**src/bus_irq_defs.svh**
```systemverilog
// Register offsets, field positions and reset values of the bus interrupt flag block
`ifndef BUS_IRQ_DEFS_SVH
`define BUS_IRQ_DEFS_SVH

// ----------------------------------------
// Register map
// ----------------------------------------
`define ADDR_W 3
`define DATA_W 16
`define OFS_BUS_CONTROL 3'h0
`define OFS_BUS_STATUS 3'h1
`define OFS_EVENT_STATUS 3'h2
`define OFS_EVENT_MASK 3'h3

// ----------------------------------------
// Control register fields
// ----------------------------------------
`define CTL_FORMAT_FIRST 0
`define CTL_FORMAT_SECOND 1
`define CTL_WAIT_INSERT 2
`define CTL_ACK_DECISION 3
`define CTL_AL_IRQ_ENABLE 4
`define CTL_STOP_IRQ_MASK 5
`define CTL_W 6
`define CTL_RESET 6'h00

// ----------------------------------------
// Status register fields
// ----------------------------------------
`define ST_STOP 0
`define ST_IRQ_FLAG 1
`define ST_ACK_VALUE 2
`define ST_AL 3
`define ST_OWN_MATCH 4
`define ST_SECOND_MATCH 5
`define ST_GENERAL_CALL 6
`define ST_ERROR_STOP 7
`define ST_TX_EMPTY 8
`define ST_RX_FULL 9
`define ST_W 10

// ----------------------------------------
// Event status bits (also mask layout)
// ----------------------------------------
`define EV_START 0
`define EV_WAIT 1
`define EV_XFER_END 2
`define EV_ADDRESS 3
`define EV_ACK 4
`define EV_AL 5
`define EV_STOP 6
`define EV_BUFFER 7
`define EV_W 8
`define EV_RESET 8'h00

// ----------------------------------------
// Bit counting on the serial clock
// ----------------------------------------
`define BITS_BUS_FRAME 4'h9
`define BITS_SYNC_FRAME 4'h8
`define BIT_EIGHT 4'h8
`define BIT_SEVEN 4'h7

`endif

```
**src/bus_irq_pkg.sv**
```systemverilog
// Types shared by the bus interrupt flag block
package bus_irq_pkg;
  typedef enum logic [1:0] {
    LINK_IDLE,
    LINK_FIRST_FRAME,
    LINK_DATA_FRAME
  } link_state_t;
endpackage

```
**src/bus_irq_flag_logic.sv**
```systemverilog
// Interrupt request flag logic of a two-wire serial bus interface
`timescale 1ns/1ns
`include "bus_irq_defs.svh"

module bus_irq_flag_logic
  import bus_irq_pkg::*;
(
  input wire logic clk,
  input wire logic reset_n,
  input wire logic [`ADDR_W-1:0] addr,
  input wire logic [`DATA_W-1:0] wdata,
  input wire logic wr,
  input wire logic rd,
  output logic [`DATA_W-1:0] rdata,
  input wire logic scl_in,
  input wire logic sda_in,
  input wire logic master_mode,
  input wire logic transmit_mode,
  input wire logic own_address_match,
  input wire logic second_address_match,
  input wire logic general_call_match,
  input wire logic rw_received,
  input wire logic ack_one_received,
  input wire logic arbitration_lost,
  input wire logic error_stop,
  input wire logic tx_holding_to_shift,
  input wire logic shift_to_rx_holding,
  input wire logic data_write,
  input wire logic data_read,
  input wire logic transfer_controller_access,
  output logic bus_irq_req,
  output logic irq
);

  // ----------------------------------------
  // Serial line synchronisers and conditions
  // ----------------------------------------
  logic scl_meta, scl_sync, scl_prev;
  logic sda_meta, sda_sync, sda_prev;
  logic scl_rise, scl_fall, start_det, stop_det;

  always_ff @(posedge clk or negedge reset_n) begin
    if (!reset_n) begin
      scl_meta <= 1'b1;
      scl_sync <= 1'b1;
      scl_prev <= 1'b1;
      sda_meta <= 1'b1;
      sda_sync <= 1'b1;
      sda_prev <= 1'b1;
    end else begin
      scl_meta <= scl_in;
      scl_sync <= scl_meta;
      scl_prev <= scl_sync;
      sda_meta <= sda_in;
      sda_sync <= sda_meta;
      sda_prev <= sda_sync;
    end
  end

  assign scl_rise = scl_sync & ~scl_prev;
  assign scl_fall = ~scl_sync & scl_prev;
  // SDA moving while SCL stays high marks start or stop
  assign start_det = scl_sync & scl_prev & sda_prev & ~sda_sync;
  assign stop_det = scl_sync & scl_prev & ~sda_prev & sda_sync;

  // ----------------------------------------
  // Control register
  // ----------------------------------------
  logic [`CTL_W-1:0] control;
  logic bus_fmt, sync_fmt, wait_insert, ack_decision_enable;
  logic arbitration_lost_irq_enable, stop_irq_mask;

  always_ff @(posedge clk or negedge reset_n) begin
    if (!reset_n) begin
      control <= `CTL_RESET;
    end else if (wr && addr == `OFS_BUS_CONTROL) begin
      control <= wdata[`CTL_W-1:0];
    end
  end

  // Clocked serial only for first=1, second=0; every other pair is bus format
  assign sync_fmt = control[`CTL_FORMAT_FIRST] & ~control[`CTL_FORMAT_SECOND];
  assign bus_fmt = ~sync_fmt;
  assign wait_insert = control[`CTL_WAIT_INSERT];
  assign ack_decision_enable = control[`CTL_ACK_DECISION];
  assign arbitration_lost_irq_enable = control[`CTL_AL_IRQ_ENABLE];
  assign stop_irq_mask = control[`CTL_STOP_IRQ_MASK];

  // ----------------------------------------
  // Frame tracking and bit count
  // ----------------------------------------
  link_state_t link_state;
  logic [3:0] bit_cnt;
  logic rise9, rise8, fall8;
  logic lost_pending, slave_active;

  assign rise9 = bus_fmt & scl_rise & (bit_cnt == `BIT_EIGHT);
  assign rise8 = sync_fmt & scl_rise & (bit_cnt == `BIT_SEVEN);
  assign fall8 = bus_fmt & scl_fall & (bit_cnt == `BIT_EIGHT);

  always_ff @(posedge clk or negedge reset_n) begin
    if (!reset_n) begin
      bit_cnt <= 4'h0;
    end else if (start_det || stop_det) begin
      bit_cnt <= 4'h0;
    end else if (scl_rise) begin
      if ((bus_fmt && bit_cnt >= `BITS_BUS_FRAME) || (sync_fmt && bit_cnt >= `BITS_SYNC_FRAME)) begin
        bit_cnt <= 4'h1;
      end else begin
        bit_cnt <= bit_cnt + 4'h1;
      end
    end
  end

  always_ff @(posedge clk or negedge reset_n) begin
    if (!reset_n) begin
      link_state <= LINK_IDLE;
    end else if (stop_det) begin
      link_state <= LINK_IDLE;
    end else if (start_det) begin
      link_state <= LINK_FIRST_FRAME;
    end else begin
      unique case (link_state)
        LINK_IDLE: begin
          link_state <= LINK_IDLE;
        end
        LINK_FIRST_FRAME: begin
          if (rise9) begin
            link_state <= LINK_DATA_FRAME;
          end
        end
        LINK_DATA_FRAME: begin
          link_state <= LINK_DATA_FRAME;
        end
      endcase
    end
  end

  // Lost master waits for the ninth rise of the address frame, the first frame after a start
  always_ff @(posedge clk or negedge reset_n) begin
    if (!reset_n) begin
      lost_pending <= 1'b0;
    end else if (arbitration_lost && master_mode) begin
      lost_pending <= 1'b1;
    end else if (rise9 && link_state == LINK_FIRST_FRAME) begin
      lost_pending <= 1'b0;
    end
  end

  // Addressed slave keeps reporting transfer ends until a new start or a stop
  always_ff @(posedge clk or negedge reset_n) begin
    if (!reset_n) begin
      slave_active <= 1'b0;
    end else if (start_det || stop_det) begin
      slave_active <= 1'b0;
    end else if (!master_mode && (own_address_match || second_address_match ||
                                  (general_call_match && !rw_received))) begin
      slave_active <= 1'b1;
    end
  end

  // ----------------------------------------
  // Interrupt sources
  // ----------------------------------------
  logic [`EV_W-1:0] ev;
  logic set_any, cpu_only_set, tx_start_load;

  assign tx_start_load = start_det & transmit_mode;

  always_comb begin
    ev = `EV_RESET;
    ev[`EV_START] = start_det & ((bus_fmt & master_mode) | sync_fmt);
    ev[`EV_WAIT] = fall8 & master_mode & wait_insert;
    ev[`EV_XFER_END] = (rise9 & master_mode & ~wait_insert)
                     | (rise9 & ~master_mode & slave_active)
                     | rise8;
    ev[`EV_ADDRESS] = (rise9 & lost_pending & link_state == LINK_FIRST_FRAME)
                    | (bus_fmt & ~master_mode & (own_address_match | second_address_match))
                    | (bus_fmt & ~master_mode & general_call_match & ~rw_received);
    ev[`EV_ACK] = bus_fmt & ack_decision_enable & ack_one_received;
    ev[`EV_AL] = bus_fmt & master_mode & arbitration_lost & arbitration_lost_irq_enable;
    ev[`EV_STOP] = bus_fmt & ~master_mode & ~stop_irq_mask & (stop_det | error_stop);
    ev[`EV_BUFFER] = tx_start_load | tx_holding_to_shift | shift_to_rx_holding;
  end

  assign set_any = |ev;
  // These sources need the CPU to look, so the transfer controller may not clear them
  assign cpu_only_set = ev[`EV_ACK] | ev[`EV_AL] | ev[`EV_STOP];

  // ----------------------------------------
  // Status flags
  // ----------------------------------------
  logic [`ST_W-1:0] status;
  logic bus_irq_flag, read_armed, cpu_only;
  logic status_wr, cpu_clear, dtc_clear;
  logic [`ST_W-1:0] sw_clear, hw_set;

  assign status_wr = wr && addr == `OFS_BUS_STATUS;
  assign cpu_clear = status_wr && !wdata[`ST_IRQ_FLAG] && read_armed;
  assign dtc_clear = transfer_controller_access && (data_read || data_write) && !cpu_only;

  always_comb begin
    sw_clear = {`ST_W{1'b0}};
    if (status_wr) begin
      sw_clear = ~wdata[`ST_W-1:0];
    end
    sw_clear[`ST_IRQ_FLAG] = 1'b0;
    sw_clear[`ST_TX_EMPTY] = data_write;
    sw_clear[`ST_RX_FULL] = data_read;
    hw_set = {`ST_W{1'b0}};
    hw_set[`ST_STOP] = stop_det;
    hw_set[`ST_ACK_VALUE] = ack_decision_enable & ack_one_received;
    hw_set[`ST_AL] = arbitration_lost & master_mode;
    hw_set[`ST_OWN_MATCH] = own_address_match;
    hw_set[`ST_SECOND_MATCH] = second_address_match;
    hw_set[`ST_GENERAL_CALL] = general_call_match & ~rw_received;
    hw_set[`ST_ERROR_STOP] = error_stop;
    hw_set[`ST_TX_EMPTY] = tx_start_load | tx_holding_to_shift;
    hw_set[`ST_RX_FULL] = shift_to_rx_holding;
  end

  // Set wins over any clear landing in the same cycle
  genvar gi;
  generate
    for (gi = 0; gi < `ST_W; gi++) begin : g_status
      if (gi == `ST_IRQ_FLAG) begin : g_irq
        always_ff @(posedge clk or negedge reset_n) begin
          if (!reset_n) begin
            status[gi] <= 1'b0;
          end else if (set_any) begin
            status[gi] <= 1'b1;
          end else if (cpu_clear || dtc_clear) begin
            status[gi] <= 1'b0;
          end
        end
      end else begin : g_flag
        always_ff @(posedge clk or negedge reset_n) begin
          if (!reset_n) begin
            status[gi] <= 1'b0;
          end else if (hw_set[gi]) begin
            status[gi] <= 1'b1;
          end else if (sw_clear[gi]) begin
            status[gi] <= 1'b0;
          end
        end
      end
    end
  endgenerate

  assign bus_irq_flag = status[`ST_IRQ_FLAG];
  assign bus_irq_req = bus_irq_flag;

  // Reading the flag as one arms the clear; any status write disarms it
  always_ff @(posedge clk or negedge reset_n) begin
    if (!reset_n) begin
      read_armed <= 1'b0;
    end else if (status_wr || !bus_irq_flag) begin
      read_armed <= 1'b0;
    end else if (rd && addr == `OFS_BUS_STATUS) begin
      read_armed <= 1'b1;
    end
  end

  always_ff @(posedge clk or negedge reset_n) begin
    if (!reset_n) begin
      cpu_only <= 1'b0;
    end else if (set_any) begin
      cpu_only <= cpu_only | cpu_only_set;
    end else if (!bus_irq_flag) begin
      cpu_only <= 1'b0;
    end
  end

  // ----------------------------------------
  // Event status, mask and interrupt line
  // ----------------------------------------
  logic [`EV_W-1:0] event_status, event_mask;

  always_ff @(posedge clk or negedge reset_n) begin
    if (!reset_n) begin
      event_status <= `EV_RESET;
    end else if (wr && addr == `OFS_EVENT_STATUS) begin
      event_status <= (event_status & ~wdata[`EV_W-1:0]) | ev;
    end else begin
      event_status <= event_status | ev;
    end
  end

  always_ff @(posedge clk or negedge reset_n) begin
    if (!reset_n) begin
      event_mask <= `EV_RESET;
    end else if (wr && addr == `OFS_EVENT_MASK) begin
      event_mask <= wdata[`EV_W-1:0];
    end
  end

  assign irq = |(event_status & event_mask);

  // ----------------------------------------
  // Read port
  // ----------------------------------------
  always_ff @(posedge clk or negedge reset_n) begin
    if (!reset_n) begin
      rdata <= 16'h0000;
    end else if (rd) begin
      unique case (addr)
        `OFS_BUS_CONTROL: rdata <= {{(`DATA_W-`CTL_W){1'b0}}, control};
        `OFS_BUS_STATUS: rdata <= {{(`DATA_W-`ST_W){1'b0}}, status};
        `OFS_EVENT_STATUS: rdata <= {{(`DATA_W-`EV_W){1'b0}}, event_status};
        `OFS_EVENT_MASK: rdata <= {{(`DATA_W-`EV_W){1'b0}}, event_mask};
        default: rdata <= 16'h0000;
      endcase
    end else begin
      rdata <= 16'h0000;
    end
  end
endmodule // bus_irq_flag_logic

```
**config.mk**
```make
export PLATFORM = sky130hd
export DESIGN_NAME = bus_irq_flag_logic
export DESIGN_NICKNAME = d
export VERILOG_FILES = /design/src/bus_irq_pkg.sv /design/src/bus_irq_flag_logic.sv
export VERILOG_INCLUDE_DIRS = /design/src /design/src/src
export SDC_FILE = /design/constraint.sdc
export NUM_CORES = 1
export LEC_CHECK = 0
export BUFFER_PORTS_ARGS = -buffer_cell sky130_fd_sc_hd__buf_2
export CAP_MARGIN = 25
export CELL_PAD_IN_SITES_DETAIL_PLACEMENT = 0
export CELL_PAD_IN_SITES_GLOBAL_PLACEMENT = 1
export CORE_AREA = 2 2 90 75
export CTS_CLUSTER_SIZE = 25
export DETAILED_ROUTE_END_ITERATION = 16
export DIE_AREA = 0 0 92 77
export GPL_TIMING_DRIVEN = 0
export PLACE_DENSITY = 0.84
export SYNTH_ARGS = -nofsm -noshare
export SYNTH_HDL_FRONTEND = slang
export SYNTH_SLANG_ARGS = --single-unit
```
**constraint.sdc**
```tcl
create_clock -name clk -period 3.18 [get_ports clk]
set_input_delay 0.159 -clock clk [delete_from_list [all_inputs] [get_ports clk]]
set_output_delay 0.159 -clock clk [all_outputs]
set_load 0.03 [all_outputs]
```
Yosys cells after proc, flatten, opt, wreduce, memory -nomap -nowiden --
Cells that the tools add are included.
Cells by class: add/sub/neg operators 1, order comparisons 2, equal/unequal tests 9, multiplexer cells 39, bitwise logic cells 66, reductions and logical operators 45
Operators by type and width (count):
- $pmux W10 S4 | 1
- $and A1 B1 Y1 | 38
- $mux W1 | 28
- $reduce_bool A2 Y1 | 14
- $and A8 B8 Y8 | 2
- $mux W16 | 1
- $mux W8 | 2
- $not A8 Y8 | 2
- $or A8 B8 Y8 | 2
- $reduce_or A8 Y1 | 2
- $logic_and A1 B1 Y1 | 15
- $mux W4 | 3
- $or A1 B1 Y1 | 12
- $not A1 Y1 | 10
- $ge A4 B4 Y1 const B | 2
- $logic_or A1 B1 Y1 | 7
- $eq A3 B2 Y1 const B | 2
- $mux W2 | 3
- $pmux W2 S3 | 1
- $logic_not A1 Y1 | 5
- $add A4 B1 Y4 const B | 1
- $eq A4 B3 Y1 const B | 1
- $eq A4 B4 Y1 const B | 1
- $ne A4 B4 Y1 const B | 1
- other kinds (6) | 6
Word-level totals: bits in registers 64, output and inout port bits 18, logic and storage cells 188

Logic depth before layout (Yosys ltp) --
Gate-level depths: netlist (run 1).
word-level depth 11, mapped depth 7, mapped depth without buffers 7

Worst setup path after synthesis (run 1) --
No wires, ideal clock.
path type flip-flop to flip-flop, from reg sda_sync, to reg cpu_only, setup time 0.139 ns, arrival 1.460 ns, slack 1.582 ns, cell stages (with the launch flop) 6, clock period less this slack 1.598 ns, path through dfstp_2 -> and4b_4 -> a211oi_2 -> o21ai_0 -> nor4b_1 -> a21oi_1
On the way: cells in the longest elaborated chain, start to end 7
Ends and longest elaborated chain:
- start, declared | line bus_irq_flag_logic.sv:39 | logic sda_meta, sda_sync, sda_prev;
- start signal, assigned | line bus_irq_flag_logic.sv:55 | sda_sync <= sda_meta;
- $not A1 Y1 | line bus_irq_flag_logic.sv:63 | assign start_det = scl_sync & scl_prev & sda_prev & ~sda_sync;
- $and A1 B1 Y1 | line bus_irq_flag_logic.sv:63
- $and A1 B1 Y1 | line bus_irq_flag_logic.sv:168 | assign tx_start_load = start_det & transmit_mode;
- $or A1 B1 Y1 (2 in a row) | line bus_irq_flag_logic.sv:183 | ev[`EV_BUFFER] = tx_start_load | tx_holding_to_shift | shift_to_rx_holding;
- $reduce_or A8 Y1 | line bus_irq_flag_logic.sv:186 | assign set_any = |ev;
- $ne A2 B2 Y1 (no source line) or $mux W1 (tied branches)
- end signal, assigned | line bus_irq_flag_logic.sv:268 | cpu_only <= cpu_only | cpu_only_set;
- end, declared | line bus_irq_flag_logic.sv:194 | logic bus_irq_flag, read_armed, cpu_only;
Parallel ways exist; a longest one is shown, timed or not. A chain may end at the register's enable or synchronous reset.

Worst setup path in the final report (run 1) --
Same ends and word-level chain as after synthesis.

==> results of run 1 <==
worst paths after layout:
kind	cells after the start	end	from
worst min-delay path	2	status[8]$_DFFE_PN0P_	data_write
min in group asynchronous	2	rdata[9]$_DFF_PN0_	reset_n
max in group asynchronous	3	event_mask[5]$_DFFE_PN0P_	reset_n
worst min register to register	0	sda_sync$_DFF_PN1_	sda_meta$_DFF_PN1_
worst max-delay path	5	cpu_only$_DFFE_PN0P_	sda_sync$_DFF_PN1_
worst max register to register	5	cpu_only$_DFFE_PN0P_	sda_sync$_DFF_PN1_
through the flow:
stage / total power [mW] / cell area (um2)
floorplan: 1.18 / 2790
global placement: 1.29 / 3100
detailed placement: 1.31 / 3120
CTS: 1.98 / 3350
global route: 2.07 / 3350
finish: 1.96 / 3350
what timing repair did:
| item | in CTS | in global routing |
|---|---|---|
| resized for setup | 0 | 0 |
| hold buffers | 3 | 0 |
| setup buffers | 0 | 0 |
| hold endpoints to repair | 22 | 0 |
synth_stat cells, types with 2 or more instances:
cell / instances
dfrtp_1: 52
o21ai_0: 13
nand2b_1: 7
nand4b_1: 5
mux2i_1: 10
a21o_1: 6
inv_1: 7
nor2b_1: 7
a22oi_1: 6
buf_2: 2
buf_1: 2
dfstp_2: 6
a31oi_1: 4
nand3_1: 4
nand2_1: 27
mux2_2: 16
nor2_1: 22
a211oi_2: 2
a21oi_1: 5
ha_1: 4
buf_4: 6
o22a_1: 5
nor3_1: 2
worst max-delay path: stages (launching register included):
cell and delay, ps:
dfstp_2 560, and4b_4 220, a211oi_2 310, o21ai_0 140, nor4b_1 570, a21oi_1 130
layout make-up:
cell class / count / share of cell area
flip-flops and latches: 58 / 0.436
multi-input cells: 173 / 0.366
repair buffers: 46 / 0.0778
clock buffers: 11 / 0.0453
well taps: 84 / 0.0314
plain buffers: 12 / 0.0232
clock inverters: 3 / 0.0120
inverters: 7 / 0.00785
report_power, final:
group          leakage (nW)  internal, mW  switching (mW)
clock network         0.101         0.393           0.273
registers             0.667         0.844          0.0809
logic                 0.756         0.178           0.193
sequential cells by signal (all words and copies together) (netlist names), 2 cells and up:
| signal | flops |
|---|---|
| link_state | 2 |
| control | 6 |
| event_mask | 8 |
| rdata | 10 |
| bit_cnt | 4 |
| event_status | 8 |
| status | 9 |
cell usage in the layout, fill, tap and decap left out, drive strengths merged, types with 7 or more instances in the layout:
cell type / netlist / layout
buf: 11 / 54
clkbuf: 1 / 12
dfrtp: 52 / 52
inv: 7 / 7
mux2: 16 / 16
mux2i: 10 / 10
nand2: 27 / 27
nand2b: 7 / 7
nor2: 22 / 22
nor2b: 7 / 7
o21ai: 14 / 14
cell families after synthesis:
group / synth area share
simple gates: 0.174
other cells: 0.00135
flops: 0.527
compound gates: 0.133
mux: 0.109
buf+inv: 0.0375
fa+ha+maj: 0.0181
metal layers:
layer,vias up,track usage,wire (um)
met5,-,0,0
met4,0,0.0567,50
met3,5,0.0717,322
met2,43,0.274,2740
met1,978,0.247,2880
li1,986,-,-
==> results by stage, run 1 <==
Outcome:
- The run finished with clean final reports.

Logic synthesis:
- In the synthesized netlist, the number of instances is approximately 250.
- The largest total area in the synthesized netlist belongs to dfrtp_1.
- The post-synthesis sequential element count is 58.
- The synthesized design contains 0 enable-type register cells.
- Of all flip-flops after synthesis, the portion carrying an async set or reset was 1.00.
- After synthesis, the netlist uses 48 different library cells.
- The most used flip-flop cell after synthesis is dfrtp_1.
- Of the synthesized area, sequential elements account for 0.527.
- The synthesis warning total is 0.
- The synthesized netlist occupies a cell area of 2770 um2.
- Yosys attributes the largest share of cell area to dfrtp_1 47%, mux2_2 6.5%, dfstp_2 5.7%.
- The synthesized area per cell is 11.3 um2.
- The top cell type's share of synthesized area is 0.470.

Clock network:
- Buffers inserted during clock tree synthesis total 9.
- The number of clock sinks is 58.
- The worst-skew pair later-pin latency is 340 ps.
- TritonCTS built the clock tree.
- The maximum level of the CTS H-tree is 3.
- Clock-pin slew was measured on the worst setup and hold paths at 70 ps.
- The root buffer cell is clkbuf_8.
- The number of buffers on the longest clock path is 2.

Detailed routing:
- The number of DRC markers in iteration 0 is 120.
- The wire length after detailed routing is 5990 um.
- Using the TritonRoute via totals, the vias-per-cell ratio works out to 5.11.
- In the routed design, unresolved DRC markers number 0.
- Dividing the detail-routed wire length by the instance count gives 15.2 um.
- The via count is just over 2000.
- The number of routed nets with antenna violations is 0.
- The detailed-routing iteration count for the pre-antenna-repair pass is 4.

Timing:
- Setup slack on the critical path of the routed design comes to 1120 ps.
- Setup violations remaining at the end of the flow were counted as 0.
- For the pin with the worst max-slew slack, the measured transition is 840 ps.
- The minimum period implied by the final worst setup slack is 2060 ps.
- Setup repair after global routing left no endpoint under its margin.
- In the finished design, the share of the clock period the worst path needs comes to 0.649.
- The maximum operating frequency is 0.485 GHz.
- The total negative setup slack is 0 ps.
- For the final database, setup skew stands at 11.7 ps.
- Measured against its own limit, the worst slew margin works out to 0.439.
- The final count of hold timing violations came to 0.
- The worst slack on hold paths is 6.18 ps.
- The max-slew violation count came to 0.

Placement:
- The count of input and output buffers is 42.
- The last weighted congestion value of the routability-driven placer is 0.786.
- The post-placement cell count is 377.
- The worst-case setup slack after placement is between 1000 and 1500 ps.
- The half-perimeter wire length after placement is 4400 um.

Floorplan:
- Pin placement for this block handled 57 I/O pins.
- The region available for standard cell placement spans 6180 um2.
- The die covers 7080 um2.
- The chip width is 92 um.
- The initial utilization of the core area, before any placement, comes to 0.448.
- The number of rows created at floorplan is 26.
- The floorplan die height is 77 um.

Global route:
- The initial antenna violation count is 0.
- In the global route stage, overall resource usage came out at 0.183.
- Entering global routing, the biggest net connects 33 pins.
- The via count of the first global-routing pass is 2008.
- The first global-routing pass estimated 9900 um of wire.
- The aggregate global routing overflow is 0.

Critical path:
- STA classifies the critical path startpoint as a register.
- The capturing element type of the critical path is a register.
- The arrival time of data at the critical path endpoint is 2260 ps.
- The worst register-to-register path has a setup slack of between 1000 and 1500 ps.
- The critical path start-end classification is register to register.
- The peak fanout along the critical path is 4.
- For the worst setup path, the data required time is 3370 ps.

Cells and area:
- For this run, the number of standard cells in the final layout without fillers is 394.
- Once layout is complete, the utilization of the core stands at 0.541.
- The signed area change from the synthesized netlist to the final layout is 20.8%.
- Summing all flip-flop and latch instances after layout gives 1460 um2.
- The share of cells above drive strength 1 is 0.319.
- The number of nets in the layout is 350.
- The multi-input combinational cell area is 1230 um2.
- 0 antenna diodes ended up in the layout.
- The filler cell count in the final layout is 571.

Run:
- The tool flagged a number of max-cap violations equal to 0.

Power and ir drop:
- The leakage power figure is roughly 1.5 nW.
- The maximum VDD drop is 0.296 mV.
- The total power divided by cell area is slightly below 600 nW/um2.

Worst hold path:
- In this run the worst hold path is classified as input port to register.
Note: power is estimated with default switching activity, not from simulation.
==> inputs of run 2 (changes only) <==
--- a/config.mk
+++ b/config.mk
@@ -6,16 +6,17 @@
 export SDC_FILE = /design/constraint.sdc
 export NUM_CORES = 1
 export LEC_CHECK = 0
+export ABC_AREA = 1
 export BUFFER_PORTS_ARGS = -buffer_cell sky130_fd_sc_hd__buf_2
 export CAP_MARGIN = 25
 export CELL_PAD_IN_SITES_DETAIL_PLACEMENT = 0
 export CELL_PAD_IN_SITES_GLOBAL_PLACEMENT = 1
-export CORE_AREA = 2 2 90 75
+export CORE_AREA = 2 2 96 80
 export CTS_CLUSTER_SIZE = 25
 export DETAILED_ROUTE_END_ITERATION = 16
-export DIE_AREA = 0 0 92 77
+export DIE_AREA = 0 0 98 82
 export GPL_TIMING_DRIVEN = 0
-export PLACE_DENSITY = 0.84
+export PLACE_DENSITY = 0.78
 export SYNTH_ARGS = -nofsm -noshare
 export SYNTH_HDL_FRONTEND = slang
 export SYNTH_SLANG_ARGS = --single-unit
==> constraint.sdc (replaced) <==
create_clock -name clk -period 2.1 [get_ports clk]
set_input_delay 0.105 -clock clk [delete_from_list [all_inputs] [get_ports clk]]
set_output_delay 0.105 -clock clk [all_outputs]
set_load 0.03 [all_outputs]
==> results by stage, run 2 <==
Outcome:
- The flow ran to the end, and the final reports show no timing, DRC or antenna violations.

Power and ir drop:
- The maximum VDD drop was 0.592 mV (+100%).
- The total power divided by cell area is 922 nW/um2 (+57%).
- The leakage power figure was 1.80 nW (+18%).

Cells and area:
- The signed area change from the synthesized netlist to the final layout is 25.2%.
- The largest registers in the layout are rdata: 10 flops, status: 9 flops.
- Leaving out fill and tap cells, the most frequent cells in the layout are 75 x nand2_1, 52 x dfrtp_1, 51 x inv_1.
- The flip-flop count of the largest register, all copies and words added is 10 (unchanged).
- The most common library cell in the layout ignoring fill and taps is nand2_1.
- The antenna diode count is 0 (unchanged).
- The share of the core filled with cells in the final layout came to 0.485 (-0.0559).
- The filler cell count in the final layout came to 716 (+25%).
- The share of cells above drive strength 1 is 0.235 (-0.0844).
- The number of nets in the layout is 438 (+25%).
- The final non-filler cell area is 3450 um2 (+3.2%).
- The register name with the most flops is rdata.
- The filler-free cell count of the finished design was 490 (+24%).

Timing:
- The headroom to the max-slew limit is 0.613 (+0.175).
- For the finished layout, the period the worst path requires is 1650 ps.
- The clock tree skew after final layout is 11.7 ps (+0.0247 ps).
- Derived from the worst setup path, the maximum achievable clock frequency is 0.607 GHz.
- Setup repair after global routing left no endpoint under its margin.
- The final count of hold timing violations came to 0 (unchanged).
- The max-slew violation count is 0 (unchanged).
- The transition time at the pin with the least slew margin is 580 ps (-260 ps).
- The total setup violations reported at the end of the flow is 0 (unchanged).
- The worst slack on hold paths came to 11.1 ps (+4.96 ps).
- The total negative setup slack came to 0 ps (unchanged).
- Dividing the final minimum period by the clock period gives 0.785.

Floorplan:
- The floorplan die height is 82 um (+6.5%).
- The area of the die is 8040 um2 (+13%).
- The number of top-level pins is 57 (unchanged).
- The chip width is 98 um (+6.5%).
- The initial core utilization was 0.388 (-0.0604).
- The number of rows created at floorplan is 28 (+7.7%).
- The area of the placeable core is 7110 um2 (+15%).

Detailed routing:
- The final routed wire length divided by cell count was 13.2 um (-13%).
- The number of routed nets with antenna violations is 0 (unchanged).
- The via count came to 2260 (+12%).
- The detailed-routing iteration count for the pre-antenna-repair pass came to 4 (unchanged).
- The wire length after detailed routing is 6480 um (+8.1%).
- The routed via count divided by cell count came to 4.61 (-9.7%).
- The count of unresolved DRC violations after routing is 0 (unchanged).
- The number of DRC markers in iteration 0 is 117 (-2.5%).

Critical path:
- The logic depth of the worst path, buffers included came to 5 (unchanged).
- The capturing element type of the critical path is an output port.
- The sort of element at the start of the critical path is a register.
- The delay of the slowest cell on the worst path is 400 ps (-170 ps).
- The total buffers and inverters traversed by the critical path was 1 (+1).
- The signal on the critical path passes through nand2_1 > o21ai_0 > a221oi_1 > nand4_1 > buf_2.
- The number of cell instances on the worst register-to-register path is 10 (+5).
- The critical path in this run is classified as register to output port.
- The peak fanout along the critical path came to 3 (-1).
- The largest individual stage delay along the critical path comes from the cell dfrtp_1.
- The critical path's top delay family is flip-flops.
- The required time at the endpoint of the critical path is 2000 ps (-1370 ps).
- The arrival time of data at the critical path endpoint is 1540 ps (-720 ps).

Global route:
- The aggregate global routing overflow is 0 (unchanged).
- The total track usage was 0.175 (-0.00885).
- The global-route wire length before repair is 10600 um (+7.3%).
- The via count of the first global-routing pass is 2218 (+10%).
- The maximum number of pins on one net before global-route repair is 35 (+6.1%).
- The initial antenna violation count is 0 (unchanged).

Logic synthesis:
- The area of the mapped netlist is 2760 um2 (-0.45%).
- The number of instances in the synthesized netlist is 326 (+33%).
- The top cell type's share of synthesized area is 0.472 (+0.00213).
- nand2_1 is the most common cell in the netlist.
- The post-synthesis sequential element count came to 58 (unchanged).
- The synthesis warning total came to 0 (unchanged).
- The synthesized area per cell came to 8.46 um2 (-25%).
- By count the netlist is led by 75 x nand2_1, 52 x dfrtp_1, 51 x inv_1, 28 x nor2_1, 27 x o21ai_0.
- The library cell with the largest summed area after synthesis is dfrtp_1.
- The most used flip-flop cell after synthesis is dfrtp_1.
- Sorting the synthesized cells by area gives the leading types as dfrtp_1 47%, nand2_1 10%, inv_1 6.9%.
- The number of synthesized flops with an enable pin is 0 (unchanged).
- The post-synthesis cell type count is 30 (-38%).
- The async set-or-reset flop fraction in the synthesized netlist is 1.00 (unchanged).
- The fraction of the yosys area taken by sequential cells is 0.529 (+0.00239).

Clock network:
- The number of buffers on the longest clock path is 2 (unchanged).
- The clock transition at the registers of the reported paths is 80 ps (about the same).
- CTS placed an instance of clkbuf_8 at the clock tree root.
- The maximum level of the CTS H-tree was 3 (unchanged).
- The worst-skew pair later-pin latency is 340 ps (about the same).
- TritonCTS built the clock tree.
- The number of buffers created by CTS is 9 (unchanged).
- The number of clock sinks is 58 (unchanged).
- The total of cells resized after clock tree synthesis is 0 (unchanged).

Placement:
- The instance area after placement came to 3120 um2 (-0.16%).
- The half-perimeter wire length after placement is 4860 um (+10%).
- The count of input and output buffers is 42 (unchanged).
- The post-placement cell count was 464 (+23%).
- The last weighted congestion value of the routability-driven placer is 0.800 (+1.7%).

Worst hold path:
- The path class of the lowest-slack min-delay path is input port to register.
- The worst hold path stage count is 3 (+1).

Run:
- The reported max-cap violation count is 0 (unchanged).
## run 2: area by class of cell
| type | instances | area [um2] | share of cell area |
|---|---|---|---|
| Sequential cell | 58 | 1460 | 0.423 |
| Multi-Input combinational cell | 210 | 1050 | 0.303 |
| Timing Repair Buffer | 53 | 330 | 0.0957 |
| Inverter | 55 | 208 | 0.0602 |
| Clock buffer | 10 | 128 | 0.0370 |
| Tap cell | 90 | 113 | 0.0326 |
| Clock inverter | 6 | 105 | 0.0304 |
| Buffer | 8 | 63.8 | 0.0185 |
## run 2: final timing paths
path,slack (ps),endpoint,from
setup / recovery,450,irq,event_status[7]$_DFF_PN0_
hold / removal,10,status[5]$_DFFE_PN0P_,wdata[5]
setup reg to reg,580,cpu_only$_DFFE_PN0P_,bit_cnt[0]$_DFFE_PN0P_
hold reg to reg,360,sda_sync$_DFF_PN1_,sda_meta$_DFF_PN1_
max in group asynchronous,1140,sda_prev$_DFF_PN1_,reset_n
min in group asynchronous,290,rdata[4]$_DFF_PN0_,reset_n
## run 2: per-layer routing
layer	part of all wire	up-vias	GRT usage
met2	0.46	42	0.294
li1	-	1173	-
met4	0.0080	0	0.0500
met3	0.042	6	0.0468
met1	0.49	1039	0.224
met5	0	-	0
## run 2: cells by family after synthesis
group | after synthesis | synth area share
other cells | 1 | 0.00136
buf+inv | 63 | 0.0985
fa+ha+maj | 4 | 0.0181
compound gates | 61 | 0.134
simple gates | 138 | 0.216
xor+xnor | 1 | 0.00318
flops | 58 | 0.529
## run 2: tightest hold or removal path: cells and delay by family
family          cells  cell delay, ps
buf+inv             1              80
compound gates      1              70
simple gates        1              60
## run 2: power breakdown
group	total, mW	switching (mW)	internal [mW]
Sequential	1.39	0.111	1.28
Combinational	0.566	0.356	0.210
Clock	1.23	0.449	0.782
Total	3.18	0.916	2.27
## run 2: timing repair
item | in CTS | in global routing
hold buffers | 10 | 0
endpoints found under the hold margin | 28 | 0
setup buffers | 0 | 0
## run 2: per-stage QoR
step                total power, mW  setup slack (ps)
floorplan                      1.77               797
global placement               1.94               570
detailed placement             1.96               567
CTS                            3.21               421
global route                   3.35               314
finish                         3.18               452
